==> src/common/gmc_pkg.sv <==
// gmc_pkg: constants shared by both bus ends and the skid buffer.
// assumes bus levels are low-true on the wire and byte codes are 7-bit.
package gmc_pkg;
    // ------------------------------------------------------------
    // widths
    // ------------------------------------------------------------
    localparam int           BYTE_W    = 8;
    localparam int           ADDR_W    = 5;
    localparam int           BUF_DEPTH = 2;
    // ------------------------------------------------------------
    // command codes, bit 7 taken as zero
    // ------------------------------------------------------------
    localparam logic [6:0]   CODE_GO_LOCAL     = 7'h01;
    localparam logic [6:0]   CODE_SEL_CLEAR    = 7'h04;
    localparam logic [6:0]   CODE_GROUP_TRIG   = 7'h08;
    localparam logic [6:0]   CODE_LOCKOUT      = 7'h11;
    localparam logic [6:0]   CODE_DEV_CLEAR    = 7'h14;
    localparam logic [6:0]   CODE_POLL_ON      = 7'h18;
    localparam logic [6:0]   CODE_POLL_OFF     = 7'h19;
    localparam logic [6:0]   CODE_UNLISTEN     = 7'h3F;
    localparam logic [6:0]   CODE_UNTALK       = 7'h5F;
    // group field: bits 6:5 of the code
    localparam logic [1:0]   GRP_CTRL          = 2'h0;
    localparam logic [1:0]   GRP_LISTEN        = 2'h1;
    localparam logic [1:0]   GRP_TALK          = 2'h2;
    localparam logic [1:0]   GRP_SECONDARY     = 2'h3;
    localparam int           GRP_HI            = 6;
    localparam int           GRP_LO            = 5;
    // ------------------------------------------------------------
    // primary address and standby string
    // ------------------------------------------------------------
    localparam logic [4:0]   ADDR_MAX          = 5'h1E;
    localparam logic [4:0]   ADDR_RESET        = 5'h00;
    localparam logic [7:0]   STBY_CHAR0        = 8'h46;
    localparam logic [7:0]   STBY_CHAR1        = 8'h30;
    localparam logic [7:0]   STBY_CHAR2        = 8'h58;
    localparam logic [7:0]   BYTE_ZERO         = 8'h00;
    localparam logic [7:0]   BYTE_IDLE_N       = 8'hFF;

    typedef enum logic [3:0] {
        GMC_NONE, GMC_GO_LOCAL, GMC_SEL_CLEAR, GMC_GROUP_TRIG, GMC_LOCKOUT,
        GMC_DEV_CLEAR, GMC_POLL_ON, GMC_POLL_OFF, GMC_LISTEN, GMC_TALK,
        GMC_UNLISTEN, GMC_UNTALK, GMC_SECONDARY
    } gmc_cmd_t;
endpackage : gmc_pkg

==> src/common/gmc_bus_if.sv <==
// gmc_bus_if: multiline command bus between controller end and device end.
// assumes one controller; byte transfer is valid/ready in place of the handshake.
interface gmc_bus_if;
    logic       atn_n;
    logic       ifc_n;
    logic       ren_n;
    logic [7:0] dio_n;
    logic       byte_valid;
    logic       byte_ready;

    modport ctrl (
        output atn_n,
        output ifc_n,
        output ren_n,
        output dio_n,
        output byte_valid,
        input  byte_ready
    );
    modport dev (
        input  atn_n,
        input  ifc_n,
        input  ren_n,
        input  dio_n,
        input  byte_valid,
        output byte_ready
    );
endinterface : gmc_bus_if

==> src/rtl/gmc_dev_end.sv <==
// gmc_dev_end: instrument end, decodes multiline commands and passes data.
// assumes the controller end drives the bus; address switches are static.
module gmc_dev_end
    import gmc_pkg::*;
(
    // clock and reset
    input  wire logic              sys_clk,
    input  wire logic              reset,
    input  wire logic              ce,
    // address switches
    input  wire logic [ADDR_W-1:0] addr_sw,
    // bus
    gmc_bus_if.dev                 bus,
    // addressed state
    output logic                   listener,
    output logic                   talker,
    output logic                   remote,
    output logic                   panel_locked,
    output logic                   poll_mode,
    output logic [ADDR_W-1:0]      own_addr,
    // event pulses
    output logic                   clear_pulse,
    output logic                   trigger_pulse,
    output logic                   standby_select_command,
    // device-dependent data
    output logic                   dd_valid,
    output logic [BYTE_W-1:0]      dd_data,
    input  wire logic              dd_ready
);
    // ------------------------------------------------------------
    // decode
    // ------------------------------------------------------------
    function automatic gmc_cmd_t classify(input logic [BYTE_W-1:0] b);
        logic [6:0] c;
        c = b[6:0];
        case (c)
            CODE_GO_LOCAL:   classify = GMC_GO_LOCAL;
            CODE_SEL_CLEAR:  classify = GMC_SEL_CLEAR;
            CODE_GROUP_TRIG: classify = GMC_GROUP_TRIG;
            CODE_LOCKOUT:    classify = GMC_LOCKOUT;
            CODE_DEV_CLEAR:  classify = GMC_DEV_CLEAR;
            CODE_POLL_ON:    classify = GMC_POLL_ON;
            CODE_POLL_OFF:   classify = GMC_POLL_OFF;
            CODE_UNLISTEN:   classify = GMC_UNLISTEN;
            CODE_UNTALK:     classify = GMC_UNTALK;
            default: begin
                case (c[GRP_HI:GRP_LO])
                    GRP_LISTEN:    classify = GMC_LISTEN;
                    GRP_TALK:      classify = GMC_TALK;
                    GRP_SECONDARY: classify = GMC_SECONDARY;
                    default:       classify = GMC_NONE;
                endcase
            end
        endcase
    endfunction : classify

    logic [BYTE_W-1:0] bus_byte;
    logic              bus_ready;
    logic              taken;
    logic              cmd_take;
    logic              data_take;
    gmc_cmd_t          cmd;
    logic              addr_hit;
    logic              do_clear;

    logic              addr_loaded_reg;
    logic [ADDR_W-1:0] addr_reg;
    logic              listen_reg;
    logic              talk_reg;
    logic              remote_reg;
    logic              lock_reg;
    logic              poll_reg;
    logic              clear_reg;
    logic              trig_reg;
    logic              stby_reg;
    logic [1:0]        stby_step_reg;
    logic              push;

    assign bus_byte  = ~bus.dio_n;
    assign taken     = ce && bus.byte_valid && bus_ready;
    assign cmd_take  = taken && !bus.atn_n;
    assign data_take = taken && bus.atn_n && listen_reg;
    assign cmd       = classify(bus_byte);
    // own address sits in the low five bits of either address group
    assign addr_hit  = (bus_byte[ADDR_W-1:0] == addr_reg) && addr_loaded_reg;
    assign do_clear  = cmd_take && ((cmd == GMC_DEV_CLEAR) ||
                                    (cmd == GMC_SEL_CLEAR && listen_reg));
    assign push      = data_take;

    assign bus.byte_ready = bus_ready;

    // ------------------------------------------------------------
    // primary address, caught once after reset release
    // ------------------------------------------------------------
    always_ff @(posedge sys_clk) begin
        if (reset) begin
            addr_loaded_reg <= 1'b0;
            addr_reg        <= ADDR_RESET;
        end else if (ce && !addr_loaded_reg) begin
            addr_loaded_reg <= 1'b1;
            // address 31 would alias the unaddress codes, so it is clamped
            addr_reg        <= (addr_sw > ADDR_MAX) ? ADDR_MAX : addr_sw;
        end
    end

    // ------------------------------------------------------------
    // listener and talker
    // ------------------------------------------------------------
    always_ff @(posedge sys_clk) begin
        if (reset) begin
            listen_reg <= 1'b0;
            talk_reg   <= 1'b0;
        end else if (ce) begin
            if (!bus.ifc_n) begin
                listen_reg <= 1'b0;
                talk_reg   <= 1'b0;
            end else if (cmd_take) begin
                case (cmd)
                    GMC_UNLISTEN: listen_reg <= 1'b0;
                    GMC_UNTALK:   talk_reg   <= 1'b0;
                    GMC_LISTEN: begin
                        if (addr_hit) begin
                            listen_reg <= 1'b1;
                        end
                    end
                    GMC_TALK: begin
                        talk_reg <= addr_hit;
                    end
                    default: begin
                    end
                endcase
            end
        end
    end

    // ------------------------------------------------------------
    // remote, lockout and serial poll
    // ------------------------------------------------------------
    always_ff @(posedge sys_clk) begin
        if (reset) begin
            remote_reg <= 1'b0;
            lock_reg   <= 1'b0;
            poll_reg   <= 1'b0;
        end else if (ce) begin
            if (bus.ren_n) begin
                // remote enable released hands the panel back
                remote_reg <= 1'b0;
                lock_reg   <= 1'b0;
            end else if (cmd_take) begin
                case (cmd)
                    GMC_LISTEN: begin
                        if (addr_hit) begin
                            remote_reg <= 1'b1;
                        end
                    end
                    GMC_LOCKOUT:  lock_reg <= 1'b1;
                    GMC_GO_LOCAL: begin
                        if (listen_reg) begin
                            remote_reg <= 1'b0;
                            lock_reg   <= 1'b0;
                        end
                    end
                    default: begin
                    end
                endcase
            end
            if (cmd_take && cmd == GMC_POLL_ON) begin
                poll_reg <= 1'b1;
            end else if (cmd_take && cmd == GMC_POLL_OFF) begin
                poll_reg <= 1'b0;
            end
        end
    end

    // ------------------------------------------------------------
    // clear and trigger pulses
    // ------------------------------------------------------------
    always_ff @(posedge sys_clk) begin
        if (reset) begin
            clear_reg <= 1'b0;
            trig_reg  <= 1'b0;
        end else if (ce) begin
            clear_reg <= do_clear;
            trig_reg  <= cmd_take && (cmd == GMC_GROUP_TRIG) && listen_reg;
        end
    end

    // ------------------------------------------------------------
    // standby string detection on accepted data
    // ------------------------------------------------------------
    always_ff @(posedge sys_clk) begin
        if (reset) begin
            stby_step_reg <= 2'd0;
            stby_reg      <= 1'b0;
        end else if (ce) begin
            stby_reg <= 1'b0;
            if (do_clear) begin
                stby_step_reg <= 2'd0;
            end else if (data_take) begin
                case (stby_step_reg)
                    2'd0: stby_step_reg <= (bus_byte == STBY_CHAR0) ? 2'd1 : 2'd0;
                    2'd1: stby_step_reg <= (bus_byte == STBY_CHAR1) ? 2'd2 :
                                           (bus_byte == STBY_CHAR0) ? 2'd1 : 2'd0;
                    default: begin
                        stby_step_reg <= (bus_byte == STBY_CHAR0) ? 2'd1 : 2'd0;
                        stby_reg      <= (bus_byte == STBY_CHAR2);
                    end
                endcase
            end
        end
    end

    // ------------------------------------------------------------
    // data path: a stalled reader backs up the bus, no byte lost
    // ------------------------------------------------------------
    gmc_buf2 u_buf (
        .sys_clk   (sys_clk),
        .reset     (reset),
        .ce        (ce),
        .in_valid  (push),
        .in_data   (bus_byte),
        .in_ready  (bus_ready),
        .out_valid (dd_valid),
        .out_data  (dd_data),
        .out_ready (dd_ready)
    );

    assign listener               = listen_reg;
    assign talker                 = talk_reg;
    assign remote                 = remote_reg;
    assign panel_locked           = lock_reg;
    assign poll_mode              = poll_reg;
    assign own_addr               = addr_reg;
    assign clear_pulse            = clear_reg;
    assign trigger_pulse          = trig_reg;
    assign standby_select_command = stby_reg;
endmodule : gmc_dev_end

==> src/rtl/gmc_buf2.sv <==
// gmc_buf2: two-entry buffer with valid/ready on both sides.
// assumes one clock; in_ready comes from a flop of the fill count.
module gmc_buf2
    import gmc_pkg::*;
(
    // clock and reset
    input  wire logic              sys_clk,
    input  wire logic              reset,
    input  wire logic              ce,
    // fill side
    input  wire logic              in_valid,
    input  wire logic [BYTE_W-1:0] in_data,
    output logic                   in_ready,
    // drain side
    output logic                   out_valid,
    output logic [BYTE_W-1:0]      out_data,
    input  wire logic              out_ready
);
    logic [BYTE_W-1:0] mem [BUF_DEPTH];
    logic              wr_ptr_reg;
    logic              rd_ptr_reg;
    logic [1:0]        count_reg;
    logic              push;
    logic              pop;

    assign push      = ce && in_valid && in_ready;
    assign pop       = ce && out_valid && out_ready;
    assign in_ready  = (count_reg != 2'(BUF_DEPTH));
    assign out_valid = (count_reg != 2'd0);
    assign out_data  = mem[rd_ptr_reg];

    always_ff @(posedge sys_clk) begin
        if (push) begin
            mem[wr_ptr_reg] <= in_data;
        end
    end

    always_ff @(posedge sys_clk) begin
        if (reset) begin
            wr_ptr_reg <= 1'b0;
            rd_ptr_reg <= 1'b0;
            count_reg  <= 2'd0;
        end else begin
            if (push) begin
                wr_ptr_reg <= ~wr_ptr_reg;
            end
            if (pop) begin
                rd_ptr_reg <= ~rd_ptr_reg;
            end
            // simultaneous push and pop leaves the count alone
            if (push && !pop) begin
                count_reg <= count_reg + 2'd1;
            end else if (pop && !push) begin
                count_reg <= count_reg - 2'd1;
            end
        end
    end
endmodule : gmc_buf2

==> src/flat_wrapper.sv <==
// flat-port wrapper written by rule: the top's interface ports become plain ports
module gmc_dev_end_flat import gmc_pkg::*;
  (sys_clk, reset, ce, addr_sw, listener, talker, remote, panel_locked, poll_mode, own_addr, clear_pulse, trigger_pulse, standby_select_command, dd_valid, dd_data, dd_ready, bus_atn_n, bus_ifc_n, bus_ren_n, bus_dio_n, bus_byte_valid, bus_byte_ready);
  gmc_bus_if bus_i ();
  input  wire logic sys_clk;
  input  wire logic reset;
  input  wire logic ce;
  input  wire logic [ADDR_W-1:0] addr_sw;
  output logic listener;
  output logic talker;
  output logic remote;
  output logic panel_locked;
  output logic poll_mode;
  output logic [ADDR_W-1:0] own_addr;
  output logic clear_pulse;
  output logic trigger_pulse;
  output logic standby_select_command;
  output logic dd_valid;
  output logic [BYTE_W-1:0] dd_data;
  input  wire logic dd_ready;
  input wire logic [$bits(bus_i.atn_n)-1:0] bus_atn_n;
  input wire logic [$bits(bus_i.ifc_n)-1:0] bus_ifc_n;
  input wire logic [$bits(bus_i.ren_n)-1:0] bus_ren_n;
  input wire logic [$bits(bus_i.dio_n)-1:0] bus_dio_n;
  input wire logic [$bits(bus_i.byte_valid)-1:0] bus_byte_valid;
  output wire logic [$bits(bus_i.byte_ready)-1:0] bus_byte_ready;
  assign bus_i.atn_n = bus_atn_n;
  assign bus_i.ifc_n = bus_ifc_n;
  assign bus_i.ren_n = bus_ren_n;
  assign bus_i.dio_n = bus_dio_n;
  assign bus_i.byte_valid = bus_byte_valid;
  assign bus_byte_ready = bus_i.byte_ready;
  gmc_dev_end u_core (.sys_clk(sys_clk), .reset(reset), .ce(ce), .addr_sw(addr_sw), .bus(bus_i), .listener(listener), .talker(talker), .remote(remote), .panel_locked(panel_locked), .poll_mode(poll_mode), .own_addr(own_addr), .clear_pulse(clear_pulse), .trigger_pulse(trigger_pulse), .standby_select_command(standby_select_command), .dd_valid(dd_valid), .dd_data(dd_data), .dd_ready(dd_ready));
endmodule
==> config.mk <==
export PLATFORM = sky130hd
export DESIGN_NAME = gmc_dev_end_flat
export DESIGN_NICKNAME = d
export VERILOG_FILES = /design/src/common/gmc_pkg.sv /design/src/common/gmc_bus_if.sv /design/src/rtl/gmc_dev_end.sv /design/src/rtl/gmc_buf2.sv /design/src/flat_wrapper.sv
export SDC_FILE = /design/constraint.sdc
export NUM_CORES = 1
export LEC_CHECK = 0
export BUFFER_PORTS_ARGS = -buffer_cell sky130_fd_sc_hd__buf_2
export CORE_AREA = 4 4 84 86
export DETAILED_ROUTE_END_ITERATION = 6
export DIE_AREA = 0 0 88 90
export PLACE_DENSITY_LB_ADDON = 0.12
export SLEW_MARGIN = 20
export SYNTH_ARGS = -nofsm -noshare
export SYNTH_HDL_FRONTEND = slang
export SYNTH_HIERARCHICAL = 1
export SYNTH_SLANG_ARGS = --single-unit
==> constraint.sdc <==
create_clock -name sys_clk -period 1.7 [get_ports sys_clk]
set_input_delay 0.255 -clock sys_clk [delete_from_list [all_inputs] [get_ports sys_clk]]
set_output_delay 0.255 -clock sys_clk [all_outputs]
set_load 0.03 [all_outputs]
==> results by group, run 1 <==
Place
  – Port buffer count: 43
  – DP HPWL: about 3700 µm
  – GPL Wtd Cong: roughly 0.75
  – Worst slack at placement: -71.7 ps
  – Post-placement cell count: about 320

Floorplanning
  – CORE AREA: 0.00628 mm²
  – Die Y: around 90 µm
  – Die span in x: between 80 and 90 µm
  – I/O pin count: 44
  – Initial Util: between 20% and 30%
  – Die ar.: roughly 0.008 mm²
  – Row count: 29

Timing
  – # setup viols final: 0
  – F_max: between 0.6 and 0.7 GHz
  – Final Slew Violations: 0
  – Unrepaired setup endpoints after global routing: no
  – Layout Skew: about 7.6 ps
  – Worst Max-Slew Pin Slew: 406 ps
  – Final cycle utilization of the critical path: between 90% and 100%
  – Hold Vio Cnt, Final: 0
  – Min Clock Period, post-route: around 1600 ps
  – Worst rel slew slack: a little over 70%
  – Final worst slack: ~94 ps

Logic synthesis
  – Post-Synthesis Cells: roughly 180
  – Post-synth EDFFs: 16
  – Yosys top cell by area: edfxtp_1
  – Post-synth ARST share: 0%
  – Most frequent cell after synthesis: dfxtp_1
  – Post-Syn Area: between 0.0015 and 0.002 mm²
  – Synthesized flop and latch total: 37
  – Synthesized area per cell: between 10 and 15 µm²
  – Synthesized Nets: about 200
  – Synth cell types: 50
  – Post-synth top area share: 25.7%
  – Top post-synthesis cells by area: edfxtp_1 (26%), dfxtp_1 (23%), mux2_2 (4.8%)
  – Synthesis Warnings: 6
  – Sequential-to-total area share from yosys stat: 48.3%
  – Most used DFF post-synth: dfxtp_1
  – Synth cell count leaders: dfxtp_1 (21), nor2_1 (18), edfxtp_1 (16)

Min path
  – Hold path start: addr_sw[2]
  – Hold path cells: 3
  – Min-Delay Path Class: in2reg
  – Hold EP: u_core/own_addr[2]

CTS
  – Worst skew pair latency: about 280 ps
  – Max clock buf depth: 2
  – CTS H-tree lvls: 2
  – Clock Pin Slew Worst Setup and Hold Paths: about 70 ps
  – CTS Hold Bufs: 0
  – Cts bufs inserted: 5
  – Clock Tree Root: clkbuf_8
  – Clock sink count: 37
  – CTS tree: yes

Route
  – Wire length per cell: around 15 µm
  – DR vias/cell: 4.94
  – Routed wire length: ~4800 µm
  – Starting DRT DRC Count: 100
  – Post-DRT Antenna Nets: 0
  – TritonRoute pass-1 iters: 6
  – Via count: roughly 1.6k
  – DRC viols: 0

Run
  – Max-cap violations: 0

Critical path
  – Worst stage delay on the critical path: 360 ps
  – Critical path's top delay family: simple AND/OR/NAND/NOR gates
  – Critical Path Fanout Max: 5
  – CP cell instances: nand2b_4 -> nand3_2 -> nor2_4 -> and3_4 -> ha_4 -> xor2_1 -> or3_1 -> a21oi_1
  – Worst EP arrival: 1820 ps
  – CP Class: reg2reg
  – CP Data Required Time: about 1900 ps
  – FF-to-FF setup slack: about 94 ps
  – CP Depth: 8
  – R2r endpoint: u_core/u_buf/count_reg[1]
  – CP max-delay cell: or3_1
  – CP Launch Type: register
  – Crit end category: register
  – FF-to-FF Start: u_core/u_buf/count_reg[0]
  – Worst r2r path cells: 8
  – Crit path buf inv count: 0

Cells and area
  – Max reg flops: 16
  – Layout cells sized above 1: ~42%
  – Biggest register: u_core/u_buf/mem
  – Post-Layout Cell Count: about 330
  – Final nets: 269
  – Layout area overhead: 32.6%
  – Ant diodes: 0

Global routing
  – GRT Residual Overflow: 0
  – First-pass GRT wire length: slightly above 8000 µm
  – Largest net degree at the start of global routing: 16
  – Total track usage: around an eighth
  – Vias in the first global route: ~1.6k
  – Antenna violations before repair: 0

Power
  – Sw Ratio: 23.0%
  – Combinational Power Share: 10.9%
  – Switching Power: ~0.00044 W
  – Leak: approximately 1.0 nW
  – Clock network fraction of total power: roughly 39%
  – Register share of total power: between 40 and 50%
  – Worst IR drop on VDD: 0.446 mV
  – Power per cell area: 763 mW/mm²
  – Power Internal: ~0.0015 W

Status
  – Status: completed
[cells in the final DEF, fill, tap and decap left out, types with 7 or more instances in the layout]
master,n
inv_1,13
edfxtp_1,16
dfxtp_1,18
mux2_2,8
buf_2,43
nor2_1,17
xor2_1,7
nand4_1,9
buf_4,24
a21oi_1,10
[power groups by stage]
stage	clock, W	combinational, W	sequential [W]
CTS	0.000767	0.000207	0.000942
detailed placement	0	0.000204	0.000963
finish	0.000740	0.000206	0.000942
global route	0.000821	0.000226	0.000944
floorplan	0	0.0000980	0.000975
global placement	0	0.000205	0.000962
[cell type report]
| cell class | count | area (µm²) |
|---|---|---|
| Clock buffer | 6 | 72.6 |
| Clock inverter | 2 | 35.0 |
| Fill cell | 653 | 3800 |
| Inverter | 13 | 48.8 |
| Multi-Input combinational cell | 122 | 903 |
| Sequential cell | 37 | 905 |
| Tap cell | 77 | 96.3 |
| Timing Repair Buffer | 68 | 415 |
[how the worst max path moves through the flow]
stage	start	end	slack, ps
after floorplan	u_core/u_buf/count_reg[0]	u_core/u_buf/count_reg[1]	-20
after global placement	bus_dio_n[2]	u_core/stby_step_reg[1]	-50
after detailed placement	bus_dio_n[2]	u_core/stby_step_reg[1]	-70
after CTS	u_core/u_buf/count_reg[0]	u_core/listener	10
after global routing	u_core/u_buf/count_reg[0]	u_core/talker	3
final	u_core/u_buf/count_reg[0]	u_core/u_buf/count_reg[1]	90
[routing by layer]
metal  vias to the layer above  wire (µm)  GRT usage (%)
met4                         0         54           3.58
met2                        36       2310           20.7
met3                         4        242           4.02
met1                       770       2240           17.1
li1                        797          -              -
met5                         -          0              0
[worst min-delay path, stage by stage]
cell and delay (ps):
buf_2 90, mux2i_1 60, nor2_1 70
[stage by stage]
step | hold slack [ps] | TNS (ps) | power (W) | util [%] | area, µm²
3_3_place_gp | 457 | -91.2 | 0.00117 | 37.4 | 2350
6_report | 222 | 0 | 0.00189 | 39.4 | 2480
2_1_floorplan | 320 | -20.0 | 0.00107 | - | 1900
3_5_place_dp | 460 | -182 | 0.00117 | 37.4 | 2350
4_1_cts | 212 | 0 | 0.00192 | 39.3 | 2470
5_1_grt | 218 | 0 | 0.00199 | 39.4 | 2480
[repair_timing]
item                                   CTS  global route
pin swaps                                1             4
resized for setup                        5             0
setup buffers                            0             1
endpoints found under the hold margin    0             0
setup endpoints to repair                3             2
[logic make-up after synthesis]
logic type,share of synthesized area (%)
mux,7.51
buf+inv,5.63
compound gates,12.2
fa+ha+maj,0.670
flops,48.3
xor+xnor,4.69
simple gates,21.0
(Power assumes the default switching activity.)
==> inputs of run 2 (changes only) <==
PLACE_DENSITY = 0.58   (was not set)
PLACE_DENSITY_LB_ADDON = not set   (was 0.12)
REMOVE_ABC_BUFFERS = 1   (was not set)
==> results by group, run 2 (synthesis gave the netlist of run 1 again) <==
Status
  – Status: completed

Floorplanning
  – Die Y: approximately 90 µm
  – Initial Util: about 30%
  – Die span in x: ~88 µm
  – CORE AREA: about 0.0063 mm²
  – I/O pin count: 44
  – Row count: 29
  – Die ar.: 0.00792 mm²

Critical path
  – CP Launch Type: register
  – Crit end category: register
  – CP cell instances: nand2b_4 -> and4b_2 -> o21ai_1 -> nor3_2 -> a21oi_1 -> a2111oi_2
  – Worst r2r path cells: 6
  – CP Data Required Time: about 1900 ps
  – Worst EP arrival: roughly 1800 ps
  – CP Class: reg2reg
  – Worst stage delay on the critical path: ~340 ps
  – CP max-delay cell: a2111oi_2
  – Critical Path Fanout Max: 4
  – FF-to-FF Start: u_core/u_buf/count_reg[0]
  – R2r endpoint: u_core/listener
  – FF-to-FF setup slack: a little under 80 ps

Cells and area
  – Max reg flops: 16
  – Post-route cell area: roughly 0.0024 mm²
  – Layout area overhead: 31.2%
  – Biggest register: u_core/u_buf/mem
  – Final nets: 270
  – Layout cells sized above 1: about two fifths
  – Post-Layout Cell Count: about 330
  – Commonest non-fill, non-tap cell in the layout: buf_2
  – Commonest non-fill, non-tap cells in the layout: buf_2 (43), buf_4 (25), dfxtp_1 (19)
  – Filler cell count: about 630
  – Ant diodes: 0

Timing
  – Worst Max-Slew Pin Slew: between 400 and 500 ps
  – F_max: between 0.6 and 0.7 GHz
  – Unrepaired setup endpoints after global routing: yes
  – Min Clock Period, post-route: about 1600 ps
  – Fin Hold WS: roughly 210 ps
  – Final worst slack: around 77 ps
  – Hold Vio Cnt, Final: 0
  – Final Slew Violations: 0
  – Worst rel slew slack: between 60% and 70%
  – Final cycle utilization of the critical path: between 90% and 100%
  – # setup viols final: 0
  – Layout Skew: between 6 and 7 ps

CTS
  – Clock Tree Root: clkbuf_8
  – CTS H-tree lvls: 2
  – CTS tree: yes
  – Cts bufs inserted: 5
  – Max clock buf depth: 2
  – Worst skew pair latency: between 200 and 300 ps
  – Clock Pin Slew Worst Setup and Hold Paths: roughly 80 ps
  – Clock sink count: 37

Route
  – Starting DRT DRC Count: just under 70
  – Post-DRT Antenna Nets: 0
  – TritonRoute pass-1 iters: 4
  – Routed wire length: around 4800 µm
  – DR vias/cell: around 5.0
  – Via count: ~1.6k
  – DRC viols: 0
  – Wire length per cell: between 10 and 15 µm

Place
  – Port buffer count: 43
  – Dpl cell area: 0.00231 mm²
  – Post-placement cell count: ~320
  – Worst slack at placement: -47.9 ps
  – GPL Wtd Cong: approximately 0.93
  – DP HPWL: roughly 3600 µm

Global routing
  – Total track usage: ~12%
  – Antenna violations before repair: 0
  – Vias in the first global route: ~1.6k
  – First-pass GRT wire length: between 7000 and 8000 µm
  – GRT Residual Overflow: 0
  – Largest net degree at the start of global routing: 23

Run
  – Max-cap violations: 0

Min path
  – Hold EP: u_core/own_addr[4]
  – Hold path start: addr_sw[4]
  – Min-Delay Path Class: in2reg
  – Hold path cells: 3

Power
  – Overall power: 0.00176 W
  – Worst IR drop on VDD: roughly 0.29 mV
  – Leak: about 1.0 nW
  – Power per cell area: 717 mW/mm²
## run 2: area by class of cell
class,count,area [µm²],area share [%]
Sequential cell,37,903,36.9
Timing Repair Buffer,69,423,17.3
Multi-Input combinational cell,122,891,36.4
Inverter,13,48.8,1.99
Clock buffer,5,68.8,2.81
Tap cell,77,96.3,3.93
Clock inverter,3,17.5,0.715
## run 2: routing by layer
metal	part of all wire, %	GRT usage [%]	wire length [µm]
met5	0	0	0
met4	0.87	3.20	42
met3	7.3	3.02	352
met1	46	17.6	2230
met2	45	19.0	2180
## run 2: timing repair
action | CTS | global route
hold buffers | 0 | 0
endpoints found under the setup margin | 1 | 18
resized for setup | 5 | 7
pin swaps | 1 | 6
buffers inserted | 0 | 3
## run 2: power breakdown
| part | switching (W) | total (W) | internal [W] |
|---|---|---|---|
| clock | 0.000319 | 0.000602 | 0.000283 |
| sequential | 0.00000888 | 0.000943 | 0.000934 |
| combinational | 0.000123 | 0.000211 | 0.0000875 |
## run 2: worst max-delay path, delay by kind of cell (launching register included)
family	cells	cell delay [ps]
DFF	1	330
AOI/OAI and AO/OA	3	570
and+or+nand+nor	3	640
## run 2: worst max path at each step
| stage | from | slack, ps | end | cells after the start |
|---|---|---|---|---|
| floorplan | u_core/u_buf/count_reg[0] | -310 | u_core/u_buf/count_reg[1] | 7 |
| global placement | u_core/u_buf/count_reg[0] | -90 | u_core/listener | 6 |
| detailed placement | bus_dio_n[3] | -50 | u_core/stby_step_reg[1] | 6 |
| CTS | u_core/u_buf/count_reg[0] | 2 | u_core/u_buf/count_reg[1] | 7 |
| global route | u_core/u_buf/count_reg[0] | -7 | u_core/u_buf/count_reg[1] | 7 |
| finish | u_core/u_buf/count_reg[0] | 80 | u_core/listener | 6 |
## run 2: through the flow
step / utilization, % / TNS, ps
2_1_floorplan: - / -1260
5_1_grt: 39.0 / -8.16
4_1_cts: 38.4 / 0
3_5_place_dp: 36.8 / -88.8
6_report: 39.0 / 0
3_3_place_gp: 36.8 / -117
